File: config.mk
export PLATFORM = sky130hd
export DESIGN_NAME = rau_unit
export DESIGN_NICKNAME = d
export VERILOG_FILES = /design/src/hdl/rau_pkg.sv /design/src/hdl/rau_unit.sv
export SDC_FILE = /design/constraint.sdc
export NUM_CORES = 1
export LEC_CHECK = 0
export ABC_CLOCK_PERIOD_IN_PS = 8000
export BUFFER_PORTS_ARGS = -buffer_cell sky130_fd_sc_hd__buf_4
export CAP_MARGIN = 20
export CORE_MARGIN = 2
export CORE_UTILIZATION = 30
export DETAILED_ROUTE_END_ITERATION = 7
export SYNTH_ARGS = -nofsm -noshare
export SYNTH_HDL_FRONTEND = slang
export SYNTH_SLANG_ARGS = --single-unit
export TNS_END_PERCENT = 5
File: constraint.sdc
create_clock -name clk_in -period 8 [get_ports clk_in]
set_clock_uncertainty 0.1 [all_clocks]
set_input_delay 0.4 -clock clk_in [delete_from_list [all_inputs] [get_ports clk_in]]
set_output_delay 0.4 -clock clk_in [all_outputs]
set_load 0.05 [all_outputs]
File: src/hdl/rau_pkg.sv
package rau_pkg;

	// ----------------------------------------
	// Register offsets
	// ----------------------------------------
	localparam logic [3:0] ADDR_CLK_CFG = 4'h0;
	localparam logic [3:0] ADDR_TRIM    = 4'h1;
	localparam logic [3:0] ADDR_PAD_CFG = 4'h2;
	localparam logic [3:0] ADDR_ALM_CFG = 4'h3;
	localparam logic [3:0] ADDR_RPT     = 4'h4;
	localparam logic [3:0] ADDR_VAL_HI  = 4'h5;
	localparam logic [3:0] ADDR_VAL_LO  = 4'h6;
	localparam logic [3:0] ADDR_ALM_HI  = 4'h7;
	localparam logic [3:0] ADDR_ALM_LO  = 4'h8;
	localparam logic [3:0] ADDR_KEY     = 4'h9;

	// ----------------------------------------
	// Field positions
	// ----------------------------------------
	localparam int CFG_EN      = 7;
	localparam int CFG_ONE     = 6;
	localparam int CFG_UNLOCK  = 5;
	localparam int CFG_SYNC    = 4;
	localparam int CFG_HALF    = 3;
	localparam int CFG_OE      = 2;
	localparam int ALM_EN      = 7;
	localparam int ALM_ENDLESS = 6;
	localparam int ALM_MASK_LO = 2;
	localparam int PAD_SEL_LO  = 1;

	// ----------------------------------------
	// Reset values, keys and field masks
	// ----------------------------------------
	localparam logic [7:0] CFG_RST  = 8'h00;
	localparam logic [7:0] RPT_RST  = 8'h00;
	localparam logic [7:0] KEY_ONE  = 8'h55;
	localparam logic [7:0] KEY_TWO  = 8'hAA;
	localparam logic [7:0] MSK_SEC  = 8'h7F;
	localparam logic [7:0] MSK_HOUR = 8'h3F;
	localparam logic [7:0] MSK_WDAY = 8'h07;
	localparam logic [7:0] MSK_MON  = 8'h1F;
	localparam logic [1:0] SEL_ALM  = 2'h0;
	localparam logic [1:0] SEL_SEC  = 2'h1;

	// ----------------------------------------
	// Timing
	// ----------------------------------------
	localparam int CLK_HZ = 20_000_000;
	localparam int SRC_HZ = 32_768;
	localparam int SRC_CYC = CLK_HZ / SRC_HZ;
	localparam logic [9:0] SRC_LAST = 10'(SRC_CYC - 1);
	localparam logic [13:0] HALF_LAST = 14'h3FFF;
	localparam logic [13:0] SYNC_START = 14'h3FE0;

	// ----------------------------------------
	// Types
	// ----------------------------------------
	typedef enum logic [2:0] {
		RAU_KEY_IDLE  = 3'b001,
		RAU_KEY_GOT1  = 3'b010,
		RAU_KEY_ARMED = 3'b100
	} rau_key_t;

	typedef struct packed {
		logic [3:0] addr;
		logic [7:0] wdata;
		logic       wr;
		logic       rd;
	} rau_bus_t;

	typedef struct packed {
		logic [7:0] sec;
		logic [7:0] min;
		logic [7:0] hour;
		logic [7:0] wday;
		logic [7:0] day;
		logic [7:0] month;
		logic [7:0] year;
	} rau_time_t;

	typedef struct packed {
		logic [7:0]  clk_cfg;
		logic [7:0]  trim;
		logic [7:0]  pad_cfg;
		logic [7:0]  alm_cfg;
		logic [7:0]  rpt;
		rau_time_t   tm;
		rau_time_t   al;
		logic [9:0]  div;
		logic [13:0] pulse;
		logic        half;
		logic        apulse;
		rau_key_t    key;
		logic [7:0]  rd_data;
		logic        irq;
		logic        pin;
	} rau_state_t;

endpackage

File: src/hdl/rau_unit.sv
`timescale 1ns/10ps

// How it works
// RL1: sync flag high just before each second tick
// RL2: value writes need the unlock bit set
// RL3: 55h, AAh, then unlock in next cycle
// RL4: value pointer routes high and low windows
// RL5: high value access decrements pointer, sticks at 00
// RL6: alarm pointer routes alarm windows
// RL7: alarm high access decrements pointer, sticks at 00
// RL8: each minute add trim times four pulses
// RL9: software writes trim only at safe moments
// RL10: alarm enable clears unless repeating
// RL11: interval mask selects compared alarm digits
// RL12: yearly February 29 alarm fires leap years only
// RL13: zero count, no endless: single alarm
// RL14: count decrements per alarm, last alarm disables
// RL15: endless repeat wraps count to FF
// RL16: every alarm raises the interrupt
// RL17: alarm pulse toggles on every alarm
// RL18: pad select picks alarm pulse or seconds
// RL19: sleep does not stop timer or alarm
// RL20: device reset clears repeat count and alarm
// RL21: clock config and count reset at power-on
// RL22: only a seconds write clears prescalers
// RL23: timer enable write ignored while locked
// RL24: counter runs only while enabled
// RL25: unmapped window slots read zero, ignore writes
module rau_unit #(
	parameter int SRC_CYCLES = rau_pkg::SRC_CYC
) (
	input  wire logic          clk_in,
	input  wire logic          reset_n_in,
	input  wire logic          ce_in,
	input  wire logic          dev_reset_in,
	input  wire logic          sleep_in,
	input  wire rau_pkg::rau_bus_t bus_in,
	output logic [7:0]         rd_data_out,
	output logic               alarm_irq_out,
	output logic               clock_pin_out,
	output logic               clock_pin_oe_out
);

	// Last count of the source divider; a shorter source period speeds up a bench.
	localparam logic [9:0] SRC_LAST = 10'(SRC_CYCLES - 1);

	rau_pkg::rau_state_t s_q;
	rau_pkg::rau_state_t s_d;
	logic [8:0]  r;
	logic        tick;
	logic        sec_tick;
	logic        hit;
	logic [7:0]  rd_val;
	logic        locked;

	// ----------------------------------------
	// Helper functions
	// ----------------------------------------

	// Advances a BCD pair, returning the wrap flag above the new value.
	function automatic logic [8:0] bcd_inc(input logic [7:0] v, input logic [7:0] lo,
			input logic [7:0] hi);
		if (v >= hi) begin
			bcd_inc = {1'b1, lo};
		end else if (v[3:0] >= 4'h9) begin
			bcd_inc = {1'b0, v[7:4] + 4'h1, 4'h0};
		end else begin
			bcd_inc = {1'b0, v + 8'h01};
		end
	endfunction

	// Last day of a BCD month; leap years are the BCD years divisible by four.
	function automatic logic [7:0] last_day(input logic [7:0] mon, input logic [7:0] yr);
		logic leap;
		leap = yr[4] ? (yr[3:0] == 4'h2 || yr[3:0] == 4'h6)
			: (yr[3:0] == 4'h0 || yr[3:0] == 4'h4 || yr[3:0] == 4'h8);
		case (mon)
			8'h02:   last_day = leap ? 8'h29 : 8'h28;
			8'h04, 8'h06, 8'h09, 8'h11: last_day = 8'h30;
			default: last_day = 8'h31;
		endcase
	endfunction

	// Pointer step after a high window access, holding at zero.
	function automatic logic [1:0] ptr_dec(input logic [1:0] p);
		ptr_dec = (p == 2'h0) ? 2'h0 : p - 2'h1;
	endfunction

	// Alarm compare under the interval mask; each level adds to the one below, but day (8) builds on hour (6), not weekday.
	function automatic logic alarm_hit(input logic [3:0] m, input logic st,
			input rau_pkg::rau_time_t t, input rau_pkg::rau_time_t a);
		logic [9:0] ok;
		ok = '0;
		ok[2] = t.sec[3:0] == a.sec[3:0];
		ok[3] = ok[2] && t.sec[6:4] == a.sec[6:4];
		ok[4] = ok[3] && t.min[3:0] == a.min[3:0];
		ok[5] = ok[4] && t.min[6:4] == a.min[6:4];
		ok[6] = ok[5] && t.hour == a.hour;
		ok[7] = ok[6] && t.wday == a.wday;
		ok[8] = ok[6] && t.day == a.day;
		ok[9] = ok[8] && t.month == a.month;
		if (m == 4'h0) begin
			alarm_hit = 1'b1;
		end else if (m == 4'h1) begin
			alarm_hit = st;
		end else if (m <= 4'h9) begin
			alarm_hit = st && ok[m];
		end else begin
			alarm_hit = 1'b0;
		end
	endfunction

	// ----------------------------------------
	// Next state
	// ----------------------------------------

	// Counting first, then alarm, then bus writes, so software has the last word.
	always_comb begin
		s_d = s_q;
		r = '0;
		tick = 1'b0;
		sec_tick = 1'b0;
		hit = 1'b0;
		rd_val = 8'h00;
		locked = !s_q.clk_cfg[rau_pkg::CFG_UNLOCK];
		s_d.irq = 1'b0;
		s_d.rd_data = 8'h00;

		// Source divider and prescaler keep running whatever sleep_in says.
		if (s_q.div == SRC_LAST) begin // RL19
			s_d.div = 10'h000;
			tick = s_q.clk_cfg[rau_pkg::CFG_EN]; // RL24
		end else begin
			s_d.div = s_q.div + 10'h001;
		end

		// Half-second stage; the seconds tick lands on every second wrap.
		if (tick) begin
			s_d.pulse = s_q.pulse + 14'h0001;
			if (s_q.pulse == rau_pkg::HALF_LAST) begin
				s_d.half = !s_q.half;
				sec_tick = s_q.half;
			end
		end

		// Calendar chain on each seconds tick, with the trim once a minute.
		if (sec_tick) begin
			r = bcd_inc(s_q.tm.sec, 8'h00, 8'h59);
			s_d.tm.sec = r[7:0];
			if (r[8]) begin
				// The trim rides on top of the ordinary step, so no pulse is lost.
				s_d.pulse = s_d.pulse + {{4{s_q.trim[7]}}, s_q.trim, 2'b00}; // RL8
				r = bcd_inc(s_q.tm.min, 8'h00, 8'h59);
				s_d.tm.min = r[7:0];
			end
			if (r[8]) begin
				r = bcd_inc(s_q.tm.hour, 8'h00, 8'h23);
				s_d.tm.hour = r[7:0];
			end
			if (r[8]) begin
				s_d.tm.wday = (s_q.tm.wday >= 8'h06) ? 8'h00 : s_q.tm.wday + 8'h01;
				r = bcd_inc(s_q.tm.day, 8'h01, last_day(s_q.tm.month, s_q.tm.year)); // RL12
				s_d.tm.day = r[7:0];
			end
			if (r[8]) begin
				r = bcd_inc(s_q.tm.month, 8'h01, 8'h12);
				s_d.tm.month = r[7:0];
			end
			if (r[8]) begin
				r = bcd_inc(s_q.tm.year, 8'h00, 8'h99);
				s_d.tm.year = r[7:0];
			end
		end

		// Alarm checked on each half-second edge against the new time.
		if (tick && s_q.pulse == rau_pkg::HALF_LAST) begin
			hit = s_q.alm_cfg[rau_pkg::ALM_EN] && alarm_hit(
				s_q.alm_cfg[rau_pkg::ALM_MASK_LO +: 4], sec_tick, s_d.tm, s_q.al); // RL11
		end
		if (hit) begin
			s_d.irq = 1'b1; // RL16
			s_d.apulse = !s_q.apulse; // RL17
			if (s_q.rpt != 8'h00) begin
				s_d.rpt = s_q.rpt - 8'h01; // RL14
			end else if (s_q.alm_cfg[rau_pkg::ALM_ENDLESS]) begin
				s_d.rpt = 8'hFF; // RL15
			end else begin
				s_d.alm_cfg[rau_pkg::ALM_EN] = 1'b0; // RL10 RL13
			end
		end

		// Key sequence: the armed state lives for exactly one cycle.
		if (s_q.key == rau_pkg::RAU_KEY_ARMED) begin
			s_d.key = rau_pkg::RAU_KEY_IDLE;
		end
		if (bus_in.wr) begin
			if (bus_in.addr == rau_pkg::ADDR_KEY && bus_in.wdata == rau_pkg::KEY_ONE) begin
				s_d.key = rau_pkg::RAU_KEY_GOT1; // RL3
			end else if (bus_in.addr == rau_pkg::ADDR_KEY && bus_in.wdata == rau_pkg::KEY_TWO
					&& s_q.key == rau_pkg::RAU_KEY_GOT1) begin
				s_d.key = rau_pkg::RAU_KEY_ARMED; // RL3
			end else begin
				s_d.key = rau_pkg::RAU_KEY_IDLE;
			end
		end

		// Register writes.
		if (bus_in.wr) begin
			unique case (bus_in.addr)
				rau_pkg::ADDR_CLK_CFG: begin
					s_d.clk_cfg[2:0] = bus_in.wdata[2:0];
					if (!locked) begin
						s_d.clk_cfg[rau_pkg::CFG_EN] = bus_in.wdata[rau_pkg::CFG_EN]; // RL23
					end
					if (!bus_in.wdata[rau_pkg::CFG_UNLOCK] || s_q.key == rau_pkg::RAU_KEY_ARMED
							|| !locked) begin
						s_d.clk_cfg[rau_pkg::CFG_UNLOCK] = bus_in.wdata[rau_pkg::CFG_UNLOCK]; // RL3
					end
				end
				rau_pkg::ADDR_TRIM:    s_d.trim = bus_in.wdata; // RL9
				rau_pkg::ADDR_PAD_CFG: s_d.pad_cfg[2:1] = bus_in.wdata[2:1];
				rau_pkg::ADDR_ALM_CFG: s_d.alm_cfg = bus_in.wdata;
				rau_pkg::ADDR_RPT:     s_d.rpt = bus_in.wdata;
				rau_pkg::ADDR_VAL_HI: begin
					if (!locked) begin // RL2
						unique case (s_q.clk_cfg[1:0])
							2'h0: s_d.tm.min = bus_in.wdata & rau_pkg::MSK_SEC; // RL4
							2'h1: s_d.tm.wday = bus_in.wdata & rau_pkg::MSK_WDAY;
							2'h2: s_d.tm.month = bus_in.wdata & rau_pkg::MSK_MON;
							2'h3: s_d.tm.year = s_q.tm.year; // RL25
						endcase
					end
				end
				rau_pkg::ADDR_VAL_LO: begin
					if (!locked) begin // RL2
						unique case (s_q.clk_cfg[1:0])
							2'h0: begin
								s_d.tm.sec = bus_in.wdata & rau_pkg::MSK_SEC; // RL4
								s_d.div = 10'h000; // RL22
								s_d.pulse = 14'h0000;
								s_d.half = 1'b0;
							end
							2'h1: s_d.tm.hour = bus_in.wdata & rau_pkg::MSK_HOUR;
							2'h2: s_d.tm.day = bus_in.wdata & rau_pkg::MSK_HOUR;
							2'h3: s_d.tm.year = bus_in.wdata;
						endcase
					end
				end
				rau_pkg::ADDR_ALM_HI: begin
					unique case (s_q.alm_cfg[1:0])
						2'h0: s_d.al.min = bus_in.wdata & rau_pkg::MSK_SEC; // RL6
						2'h1: s_d.al.wday = bus_in.wdata & rau_pkg::MSK_WDAY;
						2'h2: s_d.al.month = bus_in.wdata & rau_pkg::MSK_MON;
						2'h3: s_d.al.year = s_q.al.year; // RL25
					endcase
				end
				rau_pkg::ADDR_ALM_LO: begin
					unique case (s_q.alm_cfg[1:0])
						2'h0: s_d.al.sec = bus_in.wdata & rau_pkg::MSK_SEC; // RL6
						2'h1: s_d.al.hour = bus_in.wdata & rau_pkg::MSK_HOUR;
						2'h2: s_d.al.day = bus_in.wdata & rau_pkg::MSK_HOUR;
						2'h3: s_d.al.year = s_q.al.year; // RL25
					endcase
				end
				default: s_d.rd_data = 8'h00;
			endcase
		end

		// Read mux, answered in the following cycle.
		unique case (bus_in.addr)
			rau_pkg::ADDR_CLK_CFG: begin
				rd_val = s_q.clk_cfg;
				rd_val[rau_pkg::CFG_ONE] = 1'b1;
				rd_val[rau_pkg::CFG_SYNC] = s_q.clk_cfg[rau_pkg::CFG_EN] && s_q.half
					&& s_q.pulse >= rau_pkg::SYNC_START; // RL1
				rd_val[rau_pkg::CFG_HALF] = s_q.half;
			end
			rau_pkg::ADDR_TRIM:    rd_val = s_q.trim;
			rau_pkg::ADDR_PAD_CFG: rd_val = s_q.pad_cfg;
			rau_pkg::ADDR_ALM_CFG: rd_val = s_q.alm_cfg;
			rau_pkg::ADDR_RPT:     rd_val = s_q.rpt;
			rau_pkg::ADDR_VAL_HI: begin
				unique case (s_q.clk_cfg[1:0])
					2'h0: rd_val = s_q.tm.min; // RL4
					2'h1: rd_val = s_q.tm.wday;
					2'h2: rd_val = s_q.tm.month;
					2'h3: rd_val = 8'h00; // RL25
				endcase
			end
			rau_pkg::ADDR_VAL_LO: begin
				unique case (s_q.clk_cfg[1:0])
					2'h0: rd_val = s_q.tm.sec;
					2'h1: rd_val = s_q.tm.hour;
					2'h2: rd_val = s_q.tm.day;
					2'h3: rd_val = s_q.tm.year;
				endcase
			end
			rau_pkg::ADDR_ALM_HI: begin
				unique case (s_q.alm_cfg[1:0])
					2'h0: rd_val = s_q.al.min; // RL6
					2'h1: rd_val = s_q.al.wday;
					2'h2: rd_val = s_q.al.month;
					2'h3: rd_val = 8'h00; // RL25
				endcase
			end
			rau_pkg::ADDR_ALM_LO: begin
				unique case (s_q.alm_cfg[1:0])
					2'h0: rd_val = s_q.al.sec;
					2'h1: rd_val = s_q.al.hour;
					2'h2: rd_val = s_q.al.day;
					2'h3: rd_val = 8'h00; // RL25
				endcase
			end
			default: rd_val = 8'h00;
		endcase
		if (bus_in.rd) begin
			s_d.rd_data = rd_val;
		end

		// Any high window access steps its pointer down, after the write above.
		if ((bus_in.rd || bus_in.wr) && bus_in.addr == rau_pkg::ADDR_VAL_HI) begin
			s_d.clk_cfg[1:0] = ptr_dec(s_q.clk_cfg[1:0]); // RL5
		end
		if ((bus_in.rd || bus_in.wr) && bus_in.addr == rau_pkg::ADDR_ALM_HI) begin
			s_d.alm_cfg[1:0] = ptr_dec(s_q.alm_cfg[1:0]); // RL7
		end

		// A device reset short of power-on drops the count and the alarm only.
		if (dev_reset_in) begin
			s_d.rpt = rau_pkg::RPT_RST; // RL20
			s_d.alm_cfg[rau_pkg::ALM_EN] = 1'b0; // RL20
		end

		// Pin source choice, registered so the pin is glitch free.
		unique case (s_q.pad_cfg[rau_pkg::PAD_SEL_LO +: 2])
			rau_pkg::SEL_ALM: s_d.pin = s_d.apulse; // RL18
			rau_pkg::SEL_SEC: s_d.pin = s_d.half; // RL18
			default:          s_d.pin = 1'b0;
		endcase
	end

	// ----------------------------------------
	// State register
	// ----------------------------------------

	// Power-on reset is the only reset that clears clock configuration and trim.
	always_ff @(posedge clk_in or negedge reset_n_in) begin
		if (!reset_n_in) begin
			s_q <= '0;
			s_q.clk_cfg <= rau_pkg::CFG_RST; // RL21
			s_q.rpt <= rau_pkg::RPT_RST; // RL21
			s_q.key <= rau_pkg::RAU_KEY_IDLE;
		end else if (ce_in) begin
			s_q <= s_d;
		end
	end

	assign rd_data_out = s_q.rd_data;
	assign alarm_irq_out = s_q.irq;
	assign clock_pin_out = s_q.pin;
	assign clock_pin_oe_out = s_q.clk_cfg[rau_pkg::CFG_OE];

endmodule // rau_unit

Yosys cells after proc, flatten, opt, wreduce, memory -nomap -nowiden
Cells that the tools add are included.

cells by class
  $add $sub $neg = 19
  order comparisons = 16
  equality and inequality tests = 41
  multiplexer cells = 116
  reductions and logical operators = 55

operator list
  cell                                                                count
  two-way mux 8 bit                                                   46
  two-way mux 153 bit                                                 1
  case mux 8 bit (4 select lines)                                     4
  two-way mux 9 bit                                                   14
  two-way mux 25 bit                                                  3
  case mux 8 bit (9 select lines)                                     1
  adder 8 x 1 -> 8 bit (second input constant)                        7
  two-way mux 56 bit                                                  1
  two-way mux 16 bit                                                  2
  AND reduction 4 bit                                                 8
  two-way mux 14 bit                                                  2
  adder 4 x 1 -> 4 bit (second input constant)                        6
  == test 4 x 3 -> 1 bit (second input constant)                      6
  greater-or-equal comparator 4 bit (second input constant)           6
  two-way mux 6 bit                                                   4
  two-way mux 10 bit                                                  2
  two-way mux 1 bit                                                   18
  AND reduction 3 bit                                                 6
  logical AND 1 bit                                                   17
  == test 8 x 3 -> 1 bit (second input constant)                      2
  == test 8 x 6 -> 1 bit                                              2
  greater-or-equal comparator 8 x 7 -> 1 bit (second input constant)  2
  case mux 8 bit (2 select lines)                                     1
  two-way mux 15 bit                                                  1
  other kinds (47)                                                    85

storage, ports and cells
  flip-flop bits (word level) = 160
  bits of input ports = 19
  logic and storage cells = 278

Longest topological paths before layout
Gate-level depths: netlist of the first run.

  depth after elaboration = 38
  mapped depth = 21
  mapped depth without buffers = 21

Worst setup path after synthesis of the first run
No wires, ideal clock.

  kind = flip-flop to flip-flop
  start = register s_q[103] in the netlist's numbering
  end = register s_q[154] in the netlist's numbering
  library setup time = 69 ps
  data arrival time = 5086 ps
  data required time = 7831 ps
  path slack = 2745 ps
  stages on the path, launching flop included = 21
  path buffers = 2
  path through = dfrtp_1 -> inv_1 -> ha_1 -> o211ai_1 -> a21oi_1 -> o21ai_0 -> mux2_2 -> ha_1 -> or4b_1 -> a2111oi_2 -> or2_2 -> clkbuf_1 -> nor2_1 -> a31oi_1 -> xor2_1 -> o41ai_1 -> a31oi_1 -> or4b_4 -> buf_4 -> or3_1 -> nand3_1

between the ends
  cells in the longest elaborated chain, start to end = 26

ends and longest elaborated chain
  what                                                  RTL line         source
  from (decl)                                           rau_unit.sv:47   rau_pkg::rau_state_t s_q;
  == test 8 x 3 -> 1 bit, or another cell as far along  rau_unit.sv:77   case (mon)
  OR reduction 4 bit                                    rau_unit.sv:77
  case mux 5 bit (2 select lines)                       rau_unit.sv:77
  two-way mux 8 bit                                     rau_unit.sv:160  if (r[8]) begin
  two-way mux 8 bit                                     rau_unit.sv:147  if (sec_tick) begin
  greater-or-equal comparator 8 bit                     rau_unit.sv:63   if (v >= hi) begin
  two-way mux 9 bit                                     rau_unit.sv:63
  two-way mux 9 bit                                     rau_unit.sv:160
  [... 10 more ...]                                     -
  two-way mux 1 bit (*)                                 rau_unit.sv:102  if (m == 4'h0) begin
  two-way mux 1 bit (*)                                 rau_unit.sv:176  if (tick && s_q.pulse == rau_pkg::HALF_LAST) begin
  logical AND 1 bit (*)                                 rau_unit.sv:177  hit = s_q.alm_cfg[rau_pkg::ALM_EN] && alarm_hit(
  two-way mux 1 bit (*)                                 rau_unit.sv:176
  two-way mux 8 bit (*)                                 rau_unit.sv:180  if (hit) begin
  two-way mux 8 bit                                     rau_unit.sv:209  unique case (bus_in.addr)
  two-way mux 153 bit (*)                               rau_unit.sv:208  if (bus_in.wr) begin
  two-way mux 8 bit (*)                                 rau_unit.sv:329  if (dev_reset_in) begin

Mark *: on every way between the ends. The rest lies on a longest branch, timed or not. The select of a mux whose other input is x is not followed.
A chain may end at the register's enable or synchronous reset.

Worst setup path in the final report of the first run
  start = register s_q[103] in the netlist's numbering
  end = register s_q[153] in the netlist's numbering

Same word-level chain as after synthesis.

==> flow_summary.ini, run 1 <==
[outcome]
status = finished clean

[worst_setup_path]
crit_path_start_kind = register
cp_max_fo = 13
crit_type = reg2reg
cp-startpoint = s_q[103]
timing.rr.start = s_q[103]
ff2ff_setup_slack_ps = 1780
r2r_cells = 18
cp_slowest_cell = or4b_4
crit_path_end = s_q[153]
required_ps = 8280
worstPathArrival_ps = 6500
path_cells = inv_1, ha_1, o211ai_1, a21oi_1, o21ai_0, mux2_2, ha_1, or4b_1, a2111oi_2, nor2_1, a41oi_1, a31oi_1, xor2_1, o41ai_1, a31oi_1, or4b_4, or4_1, nand3_1
cpPeakStageDelay_ps = 700
crit_path_end_kind = register
r2r_end = s_q[153]

[logic_synthesis]
synth-edff-count = 0
syn_area_per_cell_um2 = 8.36
yosys.area_share.simple = 0.214
synth_fa_ha_area_frac = 0.0599
ys.flop_type = dfrtp_1
synthMuxAreaShare = 0.0881
synth.distinct_cells = 76
synth-seq-cells = 160
synth_top_family_by_area = compound AO/OA/AOI/OAI gates
synth-compound-area-share = 0.230
ys_async_sr_fraction = 1.00
ys_seq_area_frac = 0.327
synthXorXnorAreaFrac = 0.0286
synth_area_um2 = 12200
yosysWarnings = 0
syn_inst = 1464
synth_fp_nets = 1541

[timing]
fmax_mhz = 161
slew_viol_final = 0
finalCritPeriodShare = 0.778
min_period_ps = 6220
final-setup-viol-count = 0
whs_ps = 170
max_slew.worst_pin.slew_ps = 1120
hold_violations = 0
fin_setup_tns_ps = 0
rsz0062_at_grt = false
maxSlewHeadroom = 0.234

[final_layout]
layout-drive-gt1-share = 0.109
area_growth_pct = 9.89
antennaDiodeCount = 0
layout_commonest_cell = dfrtp_1
most-common-layout-cells = dfrtp_1, o21ai_0, nand2_1, nor2_1, a21oi_1
fin_nets = 1514

[floorplanning]
dieArea_um2 = 42400
initial_core_util = 0.306
dieWidth_um = 206
core_um2 = 40000
rows = 73
ioPinCount = 30
die_y_um = 206

[detailed_routing]
drt_iter0_markers = 1318
wl_per_cell_um = 21.5
vias = 11719
wirelength_um = 42500
drc = 0
via_per_inst = 5.94
ant_nets = 0
drt_pass1_iterations = 6

[global_routing]
grt_first_pass_wirelength_um = 66000
overflow = 0
grt_pass1_vias = 11073
grt_antenna_before_repair = 0
grt_max_degree = 93
grt_usage = 0.203

[clock_tree]
cts_hold_buf = 1
clk_path_buf_depth = 2
post_cts_resized = 0
cts_setup_buffers = 0
clock_sinks = 160
cts_buffers = 17
clk_pin_slew_ps = 70
h-tree-depth = 4
cts_tree = built
insertion_delay_ps = 450
root_buffer = clkbuf_16

[place]
io_buffers = 28
dp_hpwl_um = 30100
gp_congestion = 1.00

[min_path]
hold_class = in2reg

[power_and_ir_drop]
powerDensity_nw_per_um2 = 191
leakage_uw = 0.00552
ir_worst_vdd_uv = 113

[run]
drv_cap = 0
cell families after synthesis:
logic type,Yosys count
buffers and inverters,159
xor gates and xnor gates,40
adders and majority gates,58
muxes,93
and+or+nand+nor,519
DFF,160
AOI/OAI and AO/OA,435
worst max-delay path: cells and delay by family, from the launching register on:
family	cells	cell delay, ps
flops	1	460
xor+xnor	1	170
buf+inv	1	210
compound gates	8	2210
mux	1	290
fa+ha+maj	2	500
simple gates	5	2210
cell usage after synthesis (all sizes together), types with 13 or more instances:
master | n | share of area
o21a | 14 | 0.0086
nand2b | 13 | 0.0066
clkbuf | 77 | 0.024
or3 | 13 | 0.0066
nand2 | 141 | 0.043
xor2 | 20 | 0.014
ha | 57 | 0.058
nor3 | 44 | 0.018
xnor2 | 20 | 0.014
o22ai | 15 | 0.0082
a22oi | 21 | 0.013
nor4 | 23 | 0.013
nand4 | 22 | 0.011
mux2 | 48 | 0.044
and3 | 22 | 0.011
inv | 63 | 0.019
dfrtp | 159 | 0.33
a31oi | 18 | 0.0092
nand3 | 56 | 0.023
buf | 19 | 0.0091
a21oi | 84 | 0.034
mux2i | 38 | 0.031
nor2b | 16 | 0.0082
nor2 | 106 | 0.033
and2 | 14 | 0.0072
o21ai | 142 | 0.058
where the power goes:
part / switching [uW] / internal, uW / total [uW]
clock: 373 / 454 / 827
sequential: 176 / 895 / 1070
combinational: 399 / 269 / 668
per-layer routing:
layer	global-route usage	vias up	part of all wire
li1	-	5370	-
met5	0	-	0
met3	0.0347	93	0.075
met2	0.308	518	0.44
met4	0.0816	0	0.038
met1	0.285	5738	0.45
registers in the layout, summed over array words and instances (netlist names):
| name | flops |
|---|---|
| alarm_irq_out | 1 |
| clock_pin_oe_out | 1 |
| clock_pin_out | 1 |
| rd_data_out | 8 |
| s_q | 149 |
stage by stage:
step / util / cell area, um2 / total power [uW] / std cells / worst slack, ps
2_1_floorplan: - / 12200 / 1500 / 1464 / 2740
3_3_place_gp: 0.321 / 12900 / 1710 / 1940 / 1850
3_5_place_dp: 0.321 / 12900 / 1730 / 1941 / 1830
4_1_cts: 0.336 / 13400 / 2560 / 1973 / 1810
5_1_grt: 0.336 / 13400 / 2690 / 1974 / 1370
6_report: 0.336 / 13400 / 2570 / 1974 / 1780
worst min-delay path by stage:
stage	cells after the start	to	slack [ps]	startpoint
after detailed placement	1	rd_data_out[7]	380	rd_data_out[7]
after global routing	2	s_q[158]	160	dev_reset_in
final	2	s_q[158]	170	dev_reset_in
after CTS	2	s_q[158]	160	dev_reset_in
after global placement	1	rd_data_out[7]	360	rd_data_out[7]
after floorplan	0	alarm_irq_out	4	reset_n_in
area by class of cell:
cell class / instances / area, um2
multi-input combinational: 1145 / 7600
timing repair buffer: 50 / 375
tap: 525 / 657
fill: 4182 / 26600
clock buffer: 20 / 467
inverter: 63 / 236
clock inverter: 11 / 105
sequential: 160 / 4010
(Power assumes the default switching activity.)
==> run 2: changes to the inputs <==
--- a/config.mk
+++ b/config.mk
@@ -5,7 +5,7 @@
 export SDC_FILE = /design/constraint.sdc
 export NUM_CORES = 1
 export LEC_CHECK = 0
-export ABC_CLOCK_PERIOD_IN_PS = 8000
+export ABC_CLOCK_PERIOD_IN_PS = 6400
 export BUFFER_PORTS_ARGS = -buffer_cell sky130_fd_sc_hd__buf_4
 export CAP_MARGIN = 20
 export CORE_MARGIN = 2
==> constraint.sdc (replaced) <==
create_clock -name clk_in -period 6.4 [get_ports clk_in]
set_clock_uncertainty 0.1 [all_clocks]
set_input_delay 0.32 -clock clk_in [delete_from_list [all_inputs] [get_ports clk_in]]
set_output_delay 0.32 -clock clk_in [all_outputs]
set_load 0.05 [all_outputs]
==> flow_summary.ini, run 2 (synthesized netlist as in run 1, its figures left out) <==
[final_layout]
final_cells = 1980
most-common-layout-cells = dfrtp_1, o21ai_0, nand2_1, nor2_1, a21oi_1
fin_nets = 1519
antennaDiodeCount = 0
layout-drive-gt1-share = 0.109
utilization = 0.338
largest_register_ffs = 149
layout_commonest_cell = dfrtp_1
largest-register = s_q
area_growth_pct = 10.5

[worst_setup_path]
r2r_end = s_q[153]
ff2ff_setup_slack_ps = 350
timing.rr.start = s_q[103]
cp_slowest_cell = or4b_4
path_cells = inv_1, ha_1, o211ai_1, a21oi_1, o21ai_0, mux2_2, ha_1, or4b_1, a2111oi_4, or2_2, nor2_1, a31oi_1, xor2_1, o41ai_1, a31oi_1, or4b_4, or4_1, nand3_1
crit_buf_inv = 1
required_ps = 6670
worstPathArrival_ps = 6320
crit_path_start_kind = register
crit_path_end_kind = register
crit_type = reg2reg
cpPeakStageDelay_ps = 710
r2r_cells = 18
cp_max_fo = 13
crit_family = simple AND/OR/NAND/NOR gates

[timing]
fin_setup_tns_ps = 0
rsz0062_at_grt = false
slew_viol_final = 0
finalWorstSetupSlack_ps = 349
max_slew.worst_pin.slew_ps = 1040
fmax_mhz = 165
hold_violations = 0
maxSlewHeadroom = 0.305
finalCritPeriodShare = 0.946
whs_ps = 83.3
final-setup-viol-count = 0
min_period_ps = 6050

[clock_tree]
cts_tree = built
h-tree-depth = 4
clk_path_buf_depth = 2
root_buffer = clkbuf_16
cts_setup_buffers = 0
clock_sinks = 160
clk_pin_slew_ps = 70
insertion_delay_ps = 440
cts_buffers = 17

[min_path]
min_to = s_q[158]
hold_class = in2reg
hold_path_depth = 2
hold_start = dev_reset_in

[global_routing]
overflow = 0
grtUsageMet1 = 0.283
grt_use_met3 = 0.0386
grt.busiest_layer = met2
grt_usage = 0.204
use_met2 = 0.311
grt_max_degree = 91
grt_first_pass_wirelength_um = 66600
grt_antenna_before_repair = 0
grt_pass1_vias = 11160

[place]
dp_slack_ps = 357
place_inst = 1947
io_buffers = 28
gp_congestion = 0.990
dp_hpwl_um = 30600

[floorplanning]
initial_core_util = 0.306
rows = 73
die_y_um = 206
dieArea_um2 = 42400
ioPinCount = 30
core_um2 = 40000
dieWidth_um = 206

[power_and_ir_drop]
ir_worst_vdd_uv = 171
powerDensity_nw_per_um2 = 241
leakage_uw = 0.00556

[detailed_routing]
drc = 0
wirelength_um = 43000
drt_iter0_markers = 1576
wl_per_cell_um = 21.7
drt_pass1_iterations = 6
via_per_inst = 5.97
ant_nets = 0
vias = 11823

[outcome]
status = finished clean

[run]
drv_cap = 0
## run 2: cell types whose count changed in the layout (fill, tap and decap cells not counted)
cell        change
clkbuf_8        -1
buf_2           -1
inv_6           -3
bufinv_16       +2
clkinv_2        -1
a2111oi_2       -1
buf_1           -1
buf_4           +7
clkbuf_1        +7
a2111oi_4       +1
clkinvlp_4      -3
## run 2: how the worst max path moves through the flow
| stage | cells after the start | slack, ps | endpoint | from |
|---|---|---|---|---|
| after CTS | 18 | 330 | s_q[153] | s_q[103] |
| after detailed placement | 18 | 360 | s_q[155] | s_q[103] |
| final | 18 | 350 | s_q[153] | s_q[103] |
| after floorplan | 20 | 1140 | s_q[154] | s_q[103] |
| after global placement | 18 | 420 | s_q[153] | s_q[103] |
| after global routing | 18 | 40 | s_q[155] | s_q[103] |
## run 2: timing repair
action | 4_1_cts | 5_1_grt
gates resized for setup | 0 | 1
hold buffers | 1 | 0
setup endpoints to repair | 0 | 2
hold endpoints to repair | 89 | 0
## run 2: metrics by stage
stage	cell area (um2)	total power (uW)
finish	13500	3250
global route	13500	3420
CTS	13500	3250
detailed placement	12900	2170
global placement	12900	2150
floorplan	12200	1880
## run 2: area by class of cell
type	count	area, um2
sequential	160	4010
clock buffer	26	479
tap	525	657
clock inverter	6	111
inverter	63	236
fill	4127	26500
timing repair buffer	55	419
multi-input combinational	1145	7610
## run 2: report_power, final
group          switching [uW]  internal [uW]
clock network             437            636
registers                 222           1120
logic                     502            337
## run 2: metal layers
layer / up-vias / routed length, um
met5: - / 0
met4: 0 / 1650
met2: 537 / 18800
li1: 5361 / -
met3: 96 / 3310
met1: 5829 / 19200
## run 2: worst reg2reg max path, cell delays in order, from the launching register on
cell	delay [ps]
dfrtp_1	460
inv_1	220
ha_1	240
o211ai_1	90
a21oi_1	170
o21ai_0	120
mux2_2	280
ha_1	270
or4b_1	580
a2111oi_4	490
or2_2	260
nor2_1	130
a31oi_1	290
xor2_1	100
o41ai_1	570
a31oi_1	280
or4b_4	710
or4_1	540
nand3_1	90
==> run 3: changes to the inputs <==
--- a/config.mk
+++ b/config.mk
@@ -11,6 +11,7 @@
 export CORE_MARGIN = 2
 export CORE_UTILIZATION = 30
 export DETAILED_ROUTE_END_ITERATION = 7
+export RECOVER_POWER = 25
 export SYNTH_ARGS = -nofsm -noshare
 export SYNTH_HDL_FRONTEND = slang
 export SYNTH_SLANG_ARGS = --single-unit
==> flow_summary.ini, run 3 (synthesized netlist as in run 1, its figures left out) <==
[worst_setup_path]
worstPathArrival_ps = 6330
crit_family = simple AND/OR/NAND/NOR gates
crit_type = reg2reg
crit_path_start_kind = register
path_cells = inv_1, ha_1, o211ai_1, a21oi_1, o21ai_0, mux2_2, ha_1, or4b_1, a2111oi_4, or2_2, nor2_1, a31oi_1, xor2_1, o41ai_1, a31oi_1, or4b_4, or4_1, nand3_1
cpPeakStageDelay_ps = 710
crit_path_end_kind = register
cp_max_fo = 13
crit_buf_inv = 1
cp_slowest_cell = or4b_4
required_ps = 6670

[global_routing]
grt_usage = 0.204
grt_first_pass_wirelength_um = 66600
grt_pass1_vias = 11160
grt_max_degree = 91
grt_antenna_before_repair = 0
overflow = 0

[final_layout]
antennaDiodeCount = 0
final_cells = 1980
area_growth_pct = 10.4
largest-register = s_q
fin_nets = 1519
utilization = 0.338
largest_register_ffs = 149
layout_commonest_cell = dfrtp_1
final_cell_area_um2 = 13500
layout-drive-gt1-share = 0.107
most-common-layout-cells = dfrtp_1, o21ai_0, nand2_1, nor2_1, a21oi_1
n_fill_cell = 4127

[power_and_ir_drop]
power_frac_seq = 0.412
leakage_uw = 0.00555
switching_share = 0.358
p_int_uw = 2090
p_sw_uw = 1160
ir_worst_vdd_uv = 173
combPwrFrac = 0.258
powerDensity_nw_per_um2 = 241
clock_power_share = 0.330

[timing]
min_period_ps = 6050
maxSlewHeadroom = -2.45
fmax_mhz = 165
rsz0062_at_grt = false
max_slew.worst_pin.slew_ps = 5180
slew_viol_final = 91
hold_violations = 0
finalCritPeriodShare = 0.946
final-setup-viol-count = 0
finalWorstSetupSlack_ps = 345
fin_setup_tns_ps = 0

[detailed_routing]
met2WireLength_um = 18800
via_per_inst = 6.00
vias = 11880
drc = 0
wirelength_um = 43100
dr_wl_met3_um = 3370
wl_per_cell_um = 21.7
drt_iter0_markers = 1576
drt_pass1_iterations = 8
ant_nets = 0
top_layer = met4
met1_length_um = 19200

[clock_tree]
insertion_delay_ps = 450
clock_sinks = 160
cts_tree = built
root_buffer = clkbuf_16
cts_setup_buffers = 0
clk_path_buf_depth = 2
h-tree-depth = 4
clk_pin_slew_ps = 80
cts_buffers = 17

[place]
io_buffers = 28
dp_hpwl_um = 30600
place_area_um2 = 12900
dp_slack_ps = 357
place_inst = 1947
gp_congestion = 0.990

[floorplanning]
core_um2 = 40000
dieArea_um2 = 42400
die_y_um = 206
dieWidth_um = 206
ioPinCount = 30
rows = 73
initial_core_util = 0.306

[run]
drv_cap = 1

[min_path]
hold_class = in2reg

[outcome]
status = complete, but fails checks
failed_checks = capacitance limit, slew limit
[run 3: cell count changes in the layout (fill, tap and decap cells not counted), sizes merged]
cell / previous run / this run
buf: 54 / 52
clkbuf: 26 / 28
[run 3: repair_timing]
item	in CTS	in global routing
hold buffers	1	0
endpoints found under the hold margin	89	0
endpoints found under the setup margin	0	2
resized for setup	0	1
[run 3: per-layer routing]
metal / global-route usage / vias to the layer above
met5: 0 / -
met2: 0.311 / 567
li1: - / 5361
met3: 0.0386 / 107
met4: 0.0839 / 0
met1: 0.283 / 5845
[run 3: final timing paths]
path	from	endpoint	slack, ps	cells past startpoint
setup / recovery	s_q[103]	s_q[153]	350	18
hold / removal	dev_reset_in	s_q[158]	80	2
setup reg to reg	s_q[103]	s_q[153]	350	18
hold reg to reg	alarm_irq_out	alarm_irq_out	390	1
max in group asynchronous	reset_n_in	s_q[23]	1020	3
min in group asynchronous	reset_n_in	s_q[30]	2230	2
[run 3: through the flow]
| step | total power (uW) | hold slack (ps) |
|---|---|---|
| floorplan | 1880 | -75.6 |
| global placement | 2150 | 364 |
| detailed placement | 2170 | 363 |
| CTS | 3250 | 77.0 |
| global route | 3420 | 100 |
| finish | 3260 | 83.0 |
[run 3: area by class of cell]
cell class / instances / area (um2) / share of cell area
sequential: 160 / 4010 / 0.296
tap: 525 / 657 / 0.0486
clock buffer: 26 / 479 / 0.0355
multi-input combinational: 1145 / 7610 / 0.564
clock inverter: 6 / 111 / 0.00824
inverter: 63 / 236 / 0.0175
timing repair buffer: 55 / 408 / 0.0302
[run 3: power groups by stage]
stage | sequential, uW | combinational, uW | clock, uW
CTS | 1330 | 827 | 1090
global route | 1360 | 926 | 1130
global placement | 1340 | 807 | 0
finish | 1340 | 838 | 1080
detailed placement | 1350 | 822 | 0
floorplan | 1240 | 638 | 0
